--- config.mk ---
export PLATFORM = sky130hd
export DESIGN_NAME = core_exec_ops
export DESIGN_NICKNAME = d
export VERILOG_FILES = /design/src/include/core_ops_pkg.sv /design/src/logic/return_stack.sv /design/src/logic/core_exec_ops.sv
export VERILOG_INCLUDE_DIRS = /design/src /design/src/include
export SDC_FILE = /design/constraint.sdc
export NUM_CORES = 1
export LEC_CHECK = 0
export ABC_AREA = 1
export ABC_CLOCK_PERIOD_IN_PS = 7840
export BUFFER_PORTS_ARGS = -buffer_cell sky130_fd_sc_hd__buf_4
export CAP_MARGIN = 20
export CORE_UTILIZATION = 30
export CTS_CLUSTER_SIZE = 14
export DETAILED_ROUTE_END_ITERATION = 12
export PLACE_DENSITY_LB_ADDON = 0.12
export SYNTH_ARGS = -nofsm -noshare
export SYNTH_HDL_FRONTEND = slang
export SYNTH_HIERARCHICAL = 1
export SYNTH_SLANG_ARGS = --single-unit
--- constraint.sdc ---
create_clock -name sys_clk -period 7.84 [get_ports sys_clk]
set_clock_uncertainty 0.15 [all_clocks]
set_input_delay 0.784 -clock sys_clk [delete_from_list [all_inputs] [get_ports sys_clk]]
set_output_delay 0.784 -clock sys_clk [all_outputs]
set_load 0.05 [all_outputs]
--- src/include/core_ops_cfg.svh ---
// Opcode patterns, register offsets, field positions and reset values of the execution core
`ifndef CORE_OPS_CFG_SVH
`define CORE_OPS_CFG_SVH

// ==================================================
// Instruction encodings
`define OP_CALL_MASK 14'h3800
`define OP_CALL_VAL 14'h2000
`define OP_WDCLR_VAL 14'h0064
`define OP_CLR_MASK 14'h3F80
`define OP_REGCLR_VAL 14'h0180
`define OP_ACCCLR_VAL 14'h0100
`define OP_ALU_MASK 14'h3F00
`define OP_INV_VAL 14'h0900
`define OP_DEC_VAL 14'h0300
`define OP_DECSKIP_VAL 14'h0B00

// ==================================================
// Register offsets (byte addresses)
`define OFS_CTRL 8'h00
`define OFS_PCLH 8'h04
`define OFS_STATUS 8'h08
`define OFS_ACC 8'h0C
`define OFS_PC 8'h10

// ==================================================
// Field positions
`define CTRL_RUN_BIT 0
`define CTRL_PSA_BIT 1
`define ST_Z_BIT 0
`define ST_PD_BIT 3
`define ST_TO_BIT 4

// ==================================================
// Values and steps
`define RST_PCLH 8'h00
`define CLEAR_BYTE 8'h00
`define PC_STEP 13'h0001
`define DEC_STEP 8'h01
`define RESP_OKAY 2'h0
`define RESP_SLVERR 2'h2
`define STACK_DEPTH 8

`endif

--- src/include/core_ops_pkg.sv ---
// Types shared by the execution core and its return stack
package core_ops_pkg;

  // ==================================================
  // AXI4-Lite request and response bundles
  typedef struct packed {
    logic awvalid;
    logic [7:0] awaddr;
    logic wvalid;
    logic [31:0] wdata;
    logic [3:0] wstrb;
    logic bready;
    logic arvalid;
    logic [7:0] araddr;
    logic rready;
  } axil_req_t;

  typedef struct packed {
    logic awready;
    logic wready;
    logic bvalid;
    logic [1:0] bresp;
    logic arready;
    logic rvalid;
    logic [31:0] rdata;
    logic [1:0] rresp;
  } axil_rsp_t;

  // ==================================================
  // Decoded instruction class, one-hot
  typedef enum logic [7:0] {
    KIND_NONE = 8'h01,
    KIND_CALL = 8'h02,
    KIND_WDCLR = 8'h04,
    KIND_REGCLR = 8'h08,
    KIND_ACCCLR = 8'h10,
    KIND_INV = 8'h20,
    KIND_DEC = 8'h40,
    KIND_DECSKIP = 8'h80
  } op_kind_t;

  // ==================================================
  // Core state
  typedef struct packed {
    logic [12:0] pc;
    logic [12:0] exec_pc;
    logic [7:0] acc;
    logic z;
    logic to_n;
    logic pd_n;
    logic flush;
    logic run;
    logic psa;
    logic [7:0] pc_high_latch;
    logic wdt_clear;
    logic prescaler_clear;
    axil_rsp_t rsp;
  } core_state_t;

  typedef struct packed {
    logic [2:0] ptr;
    logic [12:0] top;
  } stack_state_t;

endpackage

--- src/logic/return_stack.sv ---
// Circular eight-level return address stack, push side only
`timescale 1ns/1ps
`include "core_ops_cfg.svh"

module return_stack
  import core_ops_pkg::*;
(
  // Clock and reset
  input wire logic sys_clk,
  input wire logic rst,
  // Push port
  input wire logic push,
  input wire logic [12:0] push_data,
  // Current top entry
  output logic [12:0] top
);

  logic [12:0] slots [0:`STACK_DEPTH-1];
  stack_state_t cur;
  stack_state_t nxt;

  // A ninth push wraps and overwrites the oldest entry, no overflow flag
  always_comb
  begin
    nxt = cur;
    if (push)
    begin
      nxt.ptr = cur.ptr + 3'h1;
      nxt.top = push_data;
    end
  end

  // State register
  always_ff @(posedge sys_clk)
  begin
    if (rst)
      cur <= '0;
    else
      cur <= nxt;
  end

  // Slot storage needs no reset
  always_ff @(posedge sys_clk)
  begin
    if (push)
      slots[nxt.ptr] <= push_data;
  end

  assign top = cur.top;

endmodule

--- src/logic/core_exec_ops.sv ---
// Execution core for call, watchdog clear, clear, complement and decrement instructions
`timescale 1ns/1ps
`include "core_ops_cfg.svh"

module core_exec_ops
  import core_ops_pkg::*;
(
  // Clock and reset
  input wire logic sys_clk,
  input wire logic rst,
  // Program memory, one cycle read latency
  output logic [12:0] prog_addr,
  input wire logic [13:0] instr_word,
  // Watchdog clear interface
  input wire logic watchdog_timeout,
  output logic wdt_clear,
  output logic prescaler_clear,
  // Return stack observation
  output logic [12:0] stack_top_entry,
  // Register bus
  input wire axil_req_t axil_req,
  output axil_rsp_t axil_rsp
);

  // ==================================================
  // Decode
  function automatic op_kind_t decode_op(input logic [13:0] w);
    op_kind_t k;
    k = KIND_NONE;
    if ((w & `OP_CALL_MASK) == `OP_CALL_VAL)
      k = KIND_CALL;
    else if (w == `OP_WDCLR_VAL)
      k = KIND_WDCLR;
    else if ((w & `OP_CLR_MASK) == `OP_REGCLR_VAL)
      k = KIND_REGCLR;
    else if ((w & `OP_CLR_MASK) == `OP_ACCCLR_VAL)
      k = KIND_ACCCLR;
    else if ((w & `OP_ALU_MASK) == `OP_INV_VAL)
      k = KIND_INV;
    else if ((w & `OP_ALU_MASK) == `OP_DEC_VAL)
      k = KIND_DEC;
    else if ((w & `OP_ALU_MASK) == `OP_DECSKIP_VAL)
      k = KIND_DECSKIP;
    return k;
  endfunction

  localparam core_state_t RESET_STATE = '{
    pc: '0, exec_pc: '0, acc: `CLEAR_BYTE, z: 1'b0, to_n: 1'b1, pd_n: 1'b1,
    flush: 1'b1, run: 1'b0, psa: 1'b0, pc_high_latch: `RST_PCLH,
    wdt_clear: 1'b0, prescaler_clear: 1'b0, rsp: '0};

  core_state_t cur;
  core_state_t nxt;
  logic [7:0] file_mem [0:127];
  op_kind_t kind;
  logic exec_ok;
  logic [6:0] f_addr;
  logic dest;
  logic [7:0] operand;
  logic [7:0] inv_res;
  logic [7:0] dec_res;
  logic [7:0] alu_res;
  logic file_wr;
  logic [7:0] file_wdata;
  logic push_call;
  logic [12:0] call_target;
  logic wr_fire;
  logic rd_fire;

  // Flushed slots and a stopped core execute nothing
  assign exec_ok = cur.run && !cur.flush;
  assign kind = exec_ok ? decode_op(instr_word) : KIND_NONE;
  assign f_addr = instr_word[6:0];
  assign dest = instr_word[7];
  assign operand = file_mem[f_addr];
  assign inv_res = ~operand;
  assign dec_res = operand - `DEC_STEP;
  assign alu_res = (kind == KIND_INV) ? inv_res : dec_res;
  assign call_target = {cur.pc_high_latch[4:3], instr_word[10:0]};
  assign push_call = (kind == KIND_CALL);

  // Register file write: register clear always, ALU ops only with destination set
  // clear writes zero
  assign file_wr = (kind == KIND_REGCLR)
    || (((kind == KIND_INV) || (kind == KIND_DEC) || (kind == KIND_DECSKIP)) && dest);
  assign file_wdata = (kind == KIND_REGCLR) ? `CLEAR_BYTE : alu_res;

  // Bus handshakes complete while ready is high
  assign wr_fire = cur.rsp.awready && axil_req.awvalid && axil_req.wvalid;
  assign rd_fire = cur.rsp.arready && axil_req.arvalid;

  // ==================================================
  // Next state
  always_comb
  begin
    logic [31:0] rd_word;
    rd_word = '0;
    nxt = cur;
    nxt.wdt_clear = 1'b0;
    nxt.prescaler_clear = 1'b0;
    nxt.flush = 1'b0;
    if (!cur.run)
    begin
      // Rewind so the unexecuted word is fetched again on resume
      nxt.pc = cur.flush ? cur.pc : cur.exec_pc;
      nxt.flush = 1'b1;
    end
    else
    begin
      nxt.exec_pc = cur.pc;
      nxt.pc = cur.pc + `PC_STEP;
    end
    case (kind)
      KIND_CALL:
      begin
        nxt.pc = call_target;
        nxt.flush = 1'b1;
      end
      KIND_WDCLR:
      begin
        nxt.wdt_clear = 1'b1;
        nxt.prescaler_clear = cur.psa;
        nxt.to_n = 1'b1;
        nxt.pd_n = 1'b1;
      end
      KIND_REGCLR:
        nxt.z = 1'b1;
      KIND_ACCCLR:
      begin
        nxt.acc = `CLEAR_BYTE;
        nxt.z = 1'b1;
      end
      KIND_INV, KIND_DEC:
      begin
        if (!dest)
          nxt.acc = alu_res;
        nxt.z = (alu_res == `CLEAR_BYTE);
      end
      KIND_DECSKIP:
      begin
        if (!dest)
          nxt.acc = dec_res;
        if (dec_res == `CLEAR_BYTE)
          nxt.flush = 1'b1;
      end
      default:
      begin
      end
    endcase
    // A timeout in the same cycle as a clear still lands
    if (watchdog_timeout)
      nxt.to_n = 1'b0;

    // Bus write channel: take address and data together
    nxt.rsp.awready = axil_req.awvalid && axil_req.wvalid && !cur.rsp.awready
      && !cur.rsp.bvalid;
    nxt.rsp.wready = nxt.rsp.awready;
    if (cur.rsp.bvalid && axil_req.bready)
      nxt.rsp.bvalid = 1'b0;
    if (wr_fire)
    begin
      nxt.rsp.bvalid = 1'b1;
      nxt.rsp.bresp = `RESP_OKAY;
      case (axil_req.awaddr)
        `OFS_CTRL:
        begin
          if (axil_req.wstrb[0])
          begin
            nxt.run = axil_req.wdata[`CTRL_RUN_BIT];
            nxt.psa = axil_req.wdata[`CTRL_PSA_BIT];
          end
        end
        `OFS_PCLH:
        begin
          if (axil_req.wstrb[0])
            nxt.pc_high_latch = axil_req.wdata[7:0];
        end
        `OFS_STATUS, `OFS_ACC, `OFS_PC:
        begin
        end
        default:
          nxt.rsp.bresp = `RESP_SLVERR;
      endcase
    end

    // Bus read channel
    nxt.rsp.arready = axil_req.arvalid && !cur.rsp.arready && !cur.rsp.rvalid;
    if (cur.rsp.rvalid && axil_req.rready)
      nxt.rsp.rvalid = 1'b0;
    if (rd_fire)
    begin
      nxt.rsp.rvalid = 1'b1;
      nxt.rsp.rresp = `RESP_OKAY;
      case (axil_req.araddr)
        `OFS_CTRL:
        begin
          rd_word[`CTRL_RUN_BIT] = cur.run;
          rd_word[`CTRL_PSA_BIT] = cur.psa;
        end
        `OFS_PCLH:
          rd_word[7:0] = cur.pc_high_latch;
        `OFS_STATUS:
        begin
          rd_word[`ST_Z_BIT] = cur.z;
          rd_word[`ST_PD_BIT] = cur.pd_n;
          rd_word[`ST_TO_BIT] = cur.to_n;
        end
        `OFS_ACC:
          rd_word[7:0] = cur.acc;
        `OFS_PC:
          rd_word[12:0] = cur.exec_pc;
        default:
          nxt.rsp.rresp = `RESP_SLVERR;
      endcase
      nxt.rsp.rdata = rd_word;
    end
  end

  // State register
  always_ff @(posedge sys_clk)
  begin
    if (rst)
      cur <= RESET_STATE;
    else
      cur <= nxt;
  end

  // Data registers are not reset, as in a RAM
  always_ff @(posedge sys_clk)
  begin
    if (file_wr)
      file_mem[f_addr] <= file_wdata;
  end

  // ==================================================
  // Return stack
  return_stack u_stack (
    .sys_clk(sys_clk),
    .rst(rst),
    .push(push_call),
    .push_data(cur.exec_pc + `PC_STEP),
    .top(stack_top_entry)
  );

  assign prog_addr = cur.pc;
  assign wdt_clear = cur.wdt_clear;
  assign prescaler_clear = cur.prescaler_clear;
  assign axil_rsp = cur.rsp;
endmodule

==> results of run 1 <==
-- report_power, final --
part	switching, mW	internal, mW	leakage (nW)
clock	2.49	3.36	1.99
combinational	1.04	0.263	9.44
sequential	0.00129	6.81	9.89
-- layer usage --
| layer | up-vias | part of all wire [%] | track usage (%) |
|---|---|---|---|
| met2 | 709 | 46 | 30.2 |
| met4 | 0 | 2.5 | 5.53 |
| li1 | 15600 | - | - |
| met5 | - | 0 | 0 |
| met3 | 186 | 4.2 | 2.49 |
| met1 | 15700 | 48 | 26.6 |
-- cell type report --
type / count / area (µm²)
Timing Repair Buffer: 187 / 1660
Clock buffer: 170 / 3610
Multi-Input combinational cell: 2949 / 12500
Tap cell: 2058 / 2570
Clock inverter: 67 / 447
Inverter: 410 / 1550
Fill cell: 15800 / 102000
Sequential cell: 1105 / 32400
-- critical path, cell delays in order --
cell	delay, ps
buf_8	390
clkinv_8	580
buf_4	510
nand2_1	90
nand2_1	40
nand2_1	50
nand2_1	60
nand2_1	50
nand2_1	60
nand2_1	100
nand2_1	180
o21ai_0	330
nand2_1	270
nor2_1	400
ha_1	300
nand2_1	80
nor2_1	120
nand2_1	60
nand2_1	100
nand3_1	140
a21oi_4	350
buf_12	430
-- worst max-delay path by stage --
stage               depth (start not counted)           from              end  slack (ps)
floorplan                                  21  instr_word[0]   file_mem[0][6]         640
global placement                           21  instr_word[0]  file_mem[37][6]        1580
detailed placement                         16  instr_word[0]  file_mem[35][6]        1650
CTS                                        21  instr_word[0]  file_mem[24][6]        2440
global route                               22  instr_word[0]  file_mem[24][6]        2020
finish                                     22  instr_word[0]  file_mem[24][6]        2280
-- layout by cell type, fill, tap and decap left out, types with 13 or more instances in the layout --
cell,netlist,routed
a21oi_1,86,83
a31oi_1,13,13
buf_12,0,20
buf_4,60,166
clkbuf_1,70,29
clkbuf_16,0,139
clkinv_1,5,33
clkinv_2,0,23
conb_1,1,21
dfxtp_1,81,81
edfxtp_1,1024,1024
inv_1,402,402
nand2_1,1744,1742
nand3_1,183,183
nand4_1,38,38
nor2_1,522,508
nor2_4,2,13
nor3_1,27,27
o211ai_1,39,39
o21ai_0,140,140
or2_2,58,58
-- state kept, by name, summed over array words and instances, names as in the netlist --
name / flops
cur: 32
call_target: 2
wdt_clear: 1
prog_addr: 13
axil_rsp: 19
prescaler_clear: 1
file_mem: 1024
u_stack/top: 13
-- per-stage QoR --
stage	setup slack, ps	util, %	total power [mW]
finish	2280	34.9	14.0
global route	2020	34.9	14.4
CTS	2440	34.9	14.1
detailed placement	1650	32.3	8.26
global placement	1580	32.3	8.26
floorplan	637	-	7.65
-- logic make-up (layout without fill, tap and decap cells) --
family	count (synthesis)	count (layout)	share of synthesized area, %
adder cells (fa/ha/maj)	4	4	0.105
XOR/XNOR	13	13	0.239
flip-flops	1105	1105	68.1
AO/OA/AOI/OAI	316	316	3.76
buffers and inverters	665	834	6.10
other	1	21	0.00789
AND/OR/NAND/NOR	2595	2595	21.7
==> flow_summary_export.csv, run 1 <==
group,metric,value,unit
worst_hold_path,worst_hold_check_path_type,"in -> reg",
setup_path,timing.critical_path.arrival,5880,ps
synth,netlist.area_leader.share,64.7,%
synth,async_reset_ff_share,0,%
sta,final.min_clock_period,5560,ps
grt,grt_pass1_vias,30900,
synth,most_frequently_used_cell_type_in_the_post_synthesis_netlist,"nand2_1",
outcome,result_of_the_run,"finished, final reports clean",
setup_path,worst_r2r_path_depth,9,
synth,post-synth-top-area-cell,"edfxtp_1",
setup_path,r2r_setup_slack,2390,ps
grt,initial_antenna_violation_count,5,
clocking,ctsHtreeMaxLevel,4,
sta,final.period_utilization,71.0,%
die,rows,145,
clocking,ctsResizeCount,0,
die,boundaryPins,143,
synth,synth_flop_cell,"edfxtp_1",
sta,unrepaired_setup_endpoints_after_global_routing,"no",
setup_path,critPathRequiredTime,8160,ps
die,die-width,400,µm
setup_path,cp_max_fo,146,
final_layout,share_of_layout_cells_above_drive_strength_1,9.23,%
die,dieArea,160000,µm²
final_layout,fin_cells,6946,
clocking,cts_tree,"yes",
grt,grt_start_max_net_pins,147,
setup_path,regToRegStartpoint,"cur[52]",
synth,synth.avg_cell_area,10.1,µm²
clocking,cts.sinks,1105,
final_layout,fin_nets,4864,
placement,port-buffer-count,94,
sta,max_freq,180,MHz
placement,place.detailed.instances,6707,
sta,hold_ws,115,ps
power_and_ir_drop,power.density,255,nW/µm²
synth,synth.ff_latch_count,1105,
sta,timing.final.setup_violations,0,
clocking,post_cts.repair.setup_buffers,0,
synth,netlist-cell-type-count,44,
setup_path,criticalPathCategory,"in -> reg",
synth,edff_count_synth,1024,
clocking,clkLatencyLatePin,770,ps
synth,synth-warning-count,6,
setup_path,setup.worst_path.start_class,"primary input",
detailed_routing,routed_wire_length_per_instance,21.7,µm
final_layout,antennaDiodeCount,0,
clocking,holdBufCountCts,0,
sta,worstMarginPinSlew,1190,ps
setup_path,r2r-end,"file_mem[109][2]",
detailed_routing,drt_iter0_drcs,2628,
detailed_routing,num_vias,32200,
detailed_routing,final_antenna_net_count,0,
final_layout,synthToLayoutAreaGrowth,15.0,%
die,die_height,400,µm
placement,routabilityCongestion,0.830,
worst_hold_path,worstHoldPathCells,3,
clocking,clk_root_buffer_cell,"clkbuf_16",
sta,hold_violations,0,
sta,final-max-slew-violation-count,0,
worst_hold_path,min_from,"axil_req[22]",
clocking,cts-root-to-sink-buffers,3,
synth,netlist_top_cells_area,"edfxtp_1 (65%), nand2_1 (14%), nor2_1 (4.1%)",
die,design.core.area,157000,µm²
placement,post_dp_cell_area,50600,µm²
power_and_ir_drop,power.static_leakage,21.3,nW
synth,seq_area_frac_synth,68.1,%
clocking,clk_pin_slew_worst_paths,50,ps
placement,hpwlAfterDp,92800,µm
final_layout,postLayoutCellArea,54700,µm²
detailed_routing,via_per_inst,4.63,
detailed_routing,routed_wl,151000,µm
setup_path,kind_of_capture_point_of_the_worst_setup_path,"flip-flop",
grt,globalRoute.totalOverflow,0,
sta,slew_headroom,20.3,%
synth,syn-cell-area,47500,µm²
sta,setup_total_negative_slack,0,ps
die,start_util,30.3,%
power_and_ir_drop,ir_worst_vdd,0.214,mV
grt,wire_length_of_the_first_global_routing_pass,219000,µm
detailed_routing,drt-pass1-iter-count,5,
detailed_routing,remaining_drc_errors,0,
synth,synth_cells,4699,
clocking,cts_buffers,133,
grt,total_grt_usage,18.9,%
flow_run,maxCapViolCount,0,
worst_hold_path,whs_endpoint,"cur[50]",
synth,synth_top_cells_by_count,"nand2_1 (1744), edfxtp_1 (1024), nor2_1 (522), inv_1 (402), nand3_1 (183)",
No activity file was read; power rests on OpenSTA's default activity.
==> run 2: changes to the inputs <==
--- a/config.mk
+++ b/config.mk
@@ -7,7 +7,7 @@
 export NUM_CORES = 1
 export LEC_CHECK = 0
 export ABC_AREA = 1
-export ABC_CLOCK_PERIOD_IN_PS = 7840
+export ABC_CLOCK_PERIOD_IN_PS = 5300
 export BUFFER_PORTS_ARGS = -buffer_cell sky130_fd_sc_hd__buf_4
 export CAP_MARGIN = 20
 export CORE_UTILIZATION = 30
==> constraint.sdc (replaced) <==
create_clock -name sys_clk -period 5.3 [get_ports sys_clk]
set_clock_uncertainty 0.15 [all_clocks]
set_input_delay 0.53 -clock sys_clk [delete_from_list [all_inputs] [get_ports sys_clk]]
set_output_delay 0.53 -clock sys_clk [all_outputs]
set_load 0.05 [all_outputs]
==> run 2 against run 1 <==
  * Via count rose by 1.3%
  * Die area did not move
  * Sequential power is 48% higher
  * Critical path type unchanged
  * Largest cell class unchanged
==> flow_summary_export.csv, run 2 (same netlist as run 1, synthesis figures left out) <==
group,metric,value,unit
sta,final.period_utilization,81.5,%
power_and_ir_drop,swShare,24.9,%
grt,initial_antenna_violation_count,4,
sta,final-max-slew-violation-count,0,
clocking,cts.sinks,1105,
flow_run,maxCapViolCount,0,
final_layout,postLayoutCellArea,56200,µm²
final_layout,fin_cells,7094,
final_layout,synthToLayoutAreaGrowth,18.3,%
setup_path,worst_path_largest_cell_delay,610,ps
worst_hold_path,min_from,"axil_req[50]",
setup_path,setup.worst_path.start_class,"primary input",
grt,globalRoute.totalOverflow,0,
die,design.core.area,157000,µm²
setup_path,r2r_setup_slack,1060,ps
clocking,post_cts.repair.setup_buffers,0,
detailed_routing,num_vias,32600,
power_and_ir_drop,fin_total_pwr,20.8,mW
clocking,clk_root_buffer_cell,"clkbuf_16",
setup_path,worst_r2r_path_depth,9,
clocking,ctsHtreeMaxLevel,4,
power_and_ir_drop,share_clk_of_total_power,41.9,%
placement,hpwlAfterDp,95600,µm
placement,routabilityCongestion,0.830,
clocking,clkLatencyLatePin,770,ps
power_and_ir_drop,power.switching,5.18,mW
setup_path,path_buf_inv,5,
clocking,cts_tree,"yes",
grt,wire_length_of_the_first_global_routing_pass,219000,µm
setup_path,path_depth,16,
sta,hold_ws,54.4,ps
setup_path,kind_of_capture_point_of_the_worst_setup_path,"flip-flop",
outcome,result_of_the_run,"finished, final reports clean",
detailed_routing,remaining_drc_errors,0,
power_and_ir_drop,ir_worst_vdd,0.325,mV
setup_path,timing.critical_path.to,"file_mem[26][5]",
die,boundaryPins,143,
setup_path,regToRegStartpoint,"cur[52]",
placement,place.detailed.instances,6837,
setup_path,r2r-end,"file_mem[92][0]",
sta,timing.final.setup_violations,0,
sta,hold_violations,0,
sta,final.min_clock_period,4320,ps
clocking,cts_buffers,133,
detailed_routing,routed_wire_length_per_instance,21.2,µm
die,rows,145,
die,dieArea,160000,µm²
setup_path,library_cell_appearing_most_often_on_the_critical_path,"nand2_1",
sta,slew_headroom,31.4,%
clocking,cts-root-to-sink-buffers,3,
grt,total_grt_usage,18.8,%
sta,worstMarginPinSlew,1030,ps
clocking,ctsResizeCount,0,
setup_path,cp_top_delay_family,"simple AND/OR/NAND/NOR gates",
final_layout,finish.utilization,35.9,%
power_and_ir_drop,power.density,370,nW/µm²
final_layout,num-fill-cells,15800,
final_layout,share_of_layout_cells_above_drive_strength_1,11.4,%
worst_hold_path,worst_hold_check_path_type,"in -> reg",
sta,unrepaired_setup_endpoints_after_global_routing,"no",
clocking,clk_pin_slew_worst_paths,60,ps
sta,finalWorstSetupSlack,981,ps
power_and_ir_drop,sequentialPowerShare,48.5,%
power_and_ir_drop,p_comb_share,9.7,%
detailed_routing,drt-pass1-iter-count,5,
detailed_routing,via_per_inst,4.59,
sta,setup_total_negative_slack,0,ps
die,start_util,30.3,%
grt,grt_pass1_vias,31100,
final_layout,layout.cells.most_common_list,"nand2_1 (1743), edfxtp_1 (1024), nor2_1 (508)",
final_layout,fin_nets,5017,
power_and_ir_drop,power.static_leakage,22.2,nW
final_layout,layout.cells.most_common,"nand2_1",
placement,post_dp_cell_area,51900,µm²
setup_path,cp_max_fo,60,
detailed_routing,routed_wl,151000,µm
placement,port-buffer-count,94,
detailed_routing,final_antenna_net_count,0,
final_layout,top_register,"file_mem",
grt,grt_start_max_net_pins,92,
setup_path,critPathRequiredTime,5620,ps
sta,max_freq,232,MHz
die,die_height,400,µm
power_and_ir_drop,p_int,15.6,mW
setup_path,crit_path_top_delay_cell,"nor2_1",
setup_path,timing.critical_path.arrival,4640,ps
setup_path,worst_setup_path_startpoint,"instr_word[5]",
detailed_routing,drt_iter0_drcs,2458,
setup_path,cell_chain_of_the_critical_path,"dlygate4sd3_1 -> buf_4 -> nor2_1 -> inv_1 -> nor2_1 -> o21ai_0 -> nand2_1 -> nor2_1 -> nand3_1 -> inv_1 -> nand2_1 -> nand2_1 -> nand3_1 -> nand2_1 -> nor2_4 -> buf_4",
placement,place_ws,450,ps
setup_path,criticalPathCategory,"in -> reg",
final_layout,largest_reg_flops,1024,
die,die-width,400,µm
==> run 2: cell types whose count changed in the layout (fill, tap and decap cells not counted), moves of 3 or more <==
| cell | delta |
|---|---|
| clkinv_8 | +3 |
| buf_12 | +22 |
| dlygate4sd3_1 | +25 |
| buf_4 | +106 |
| clkbuf_1 | -5 |
| bufinv_16 | +4 |
| clkbuf_16 | -3 |
| clkinv_2 | -3 |
==> run 2: area by class of cell <==
class | instances | area, µm² | area share [%]
diodes | 1 | 2.50 | 0.00445
clock buffers | 162 | 3520 | 6.26
clock inverters | 69 | 569 | 1.01
inverters | 410 | 1550 | 2.76
multi-input cells | 2949 | 12500 | 22.2
flip-flops and latches | 1105 | 32400 | 57.6
well taps | 2058 | 2570 | 4.58
repair buffers | 340 | 3150 | 5.60
==> run 2: timing repair <==
action                                  4_1_cts  5_1_grt
endpoints found under the setup margin        0        0
endpoints found under the hold margin        23        0
hold buffers                                 25        0
==> run 2: power groups by stage <==
| stage | registers [mW] | logic (mW) | clock network [mW] |
|---|---|---|---|
| after detailed placement | 10.3 | 2.05 | 0 |
| after global routing | 10.1 | 2.20 | 9.25 |
| after CTS | 10.1 | 2.07 | 8.93 |
| final | 10.1 | 2.01 | 8.72 |
| after global placement | 10.3 | 2.03 | 0 |
| after floorplan | 10.3 | 0.941 | 0 |
==> run 2: routing by layer <==
layer	track usage [%]	share of wire (%)	wire length (µm)
met5	0	0	0
met4	4.92	2.0	3080
met3	2.90	4.6	6990
met2	30.3	46	69900
met1	26.4	47	70600
==> run 2: worst min path at each step <==
| stage | end | slack (ps) | cells after the start |
|---|---|---|---|
| 2_1_floorplan | axil_rsp[35] | 270 | 1 |
| 3_3_place_gp | axil_rsp[35] | 290 | 1 |
| 3_5_place_dp | axil_rsp[35] | 300 | 1 |
| 4_1_cts | cur[51] | 0.08 | 4 |
| 5_1_grt | cur[51] | 60 | 4 |
| 6_report | cur[51] | 50 | 4 |
==> run 2: tightest hold or removal path: stages <==
cell,delay [ps]
buf_4,80
or2_2,100
nor4_1,80
a21oi_1,140
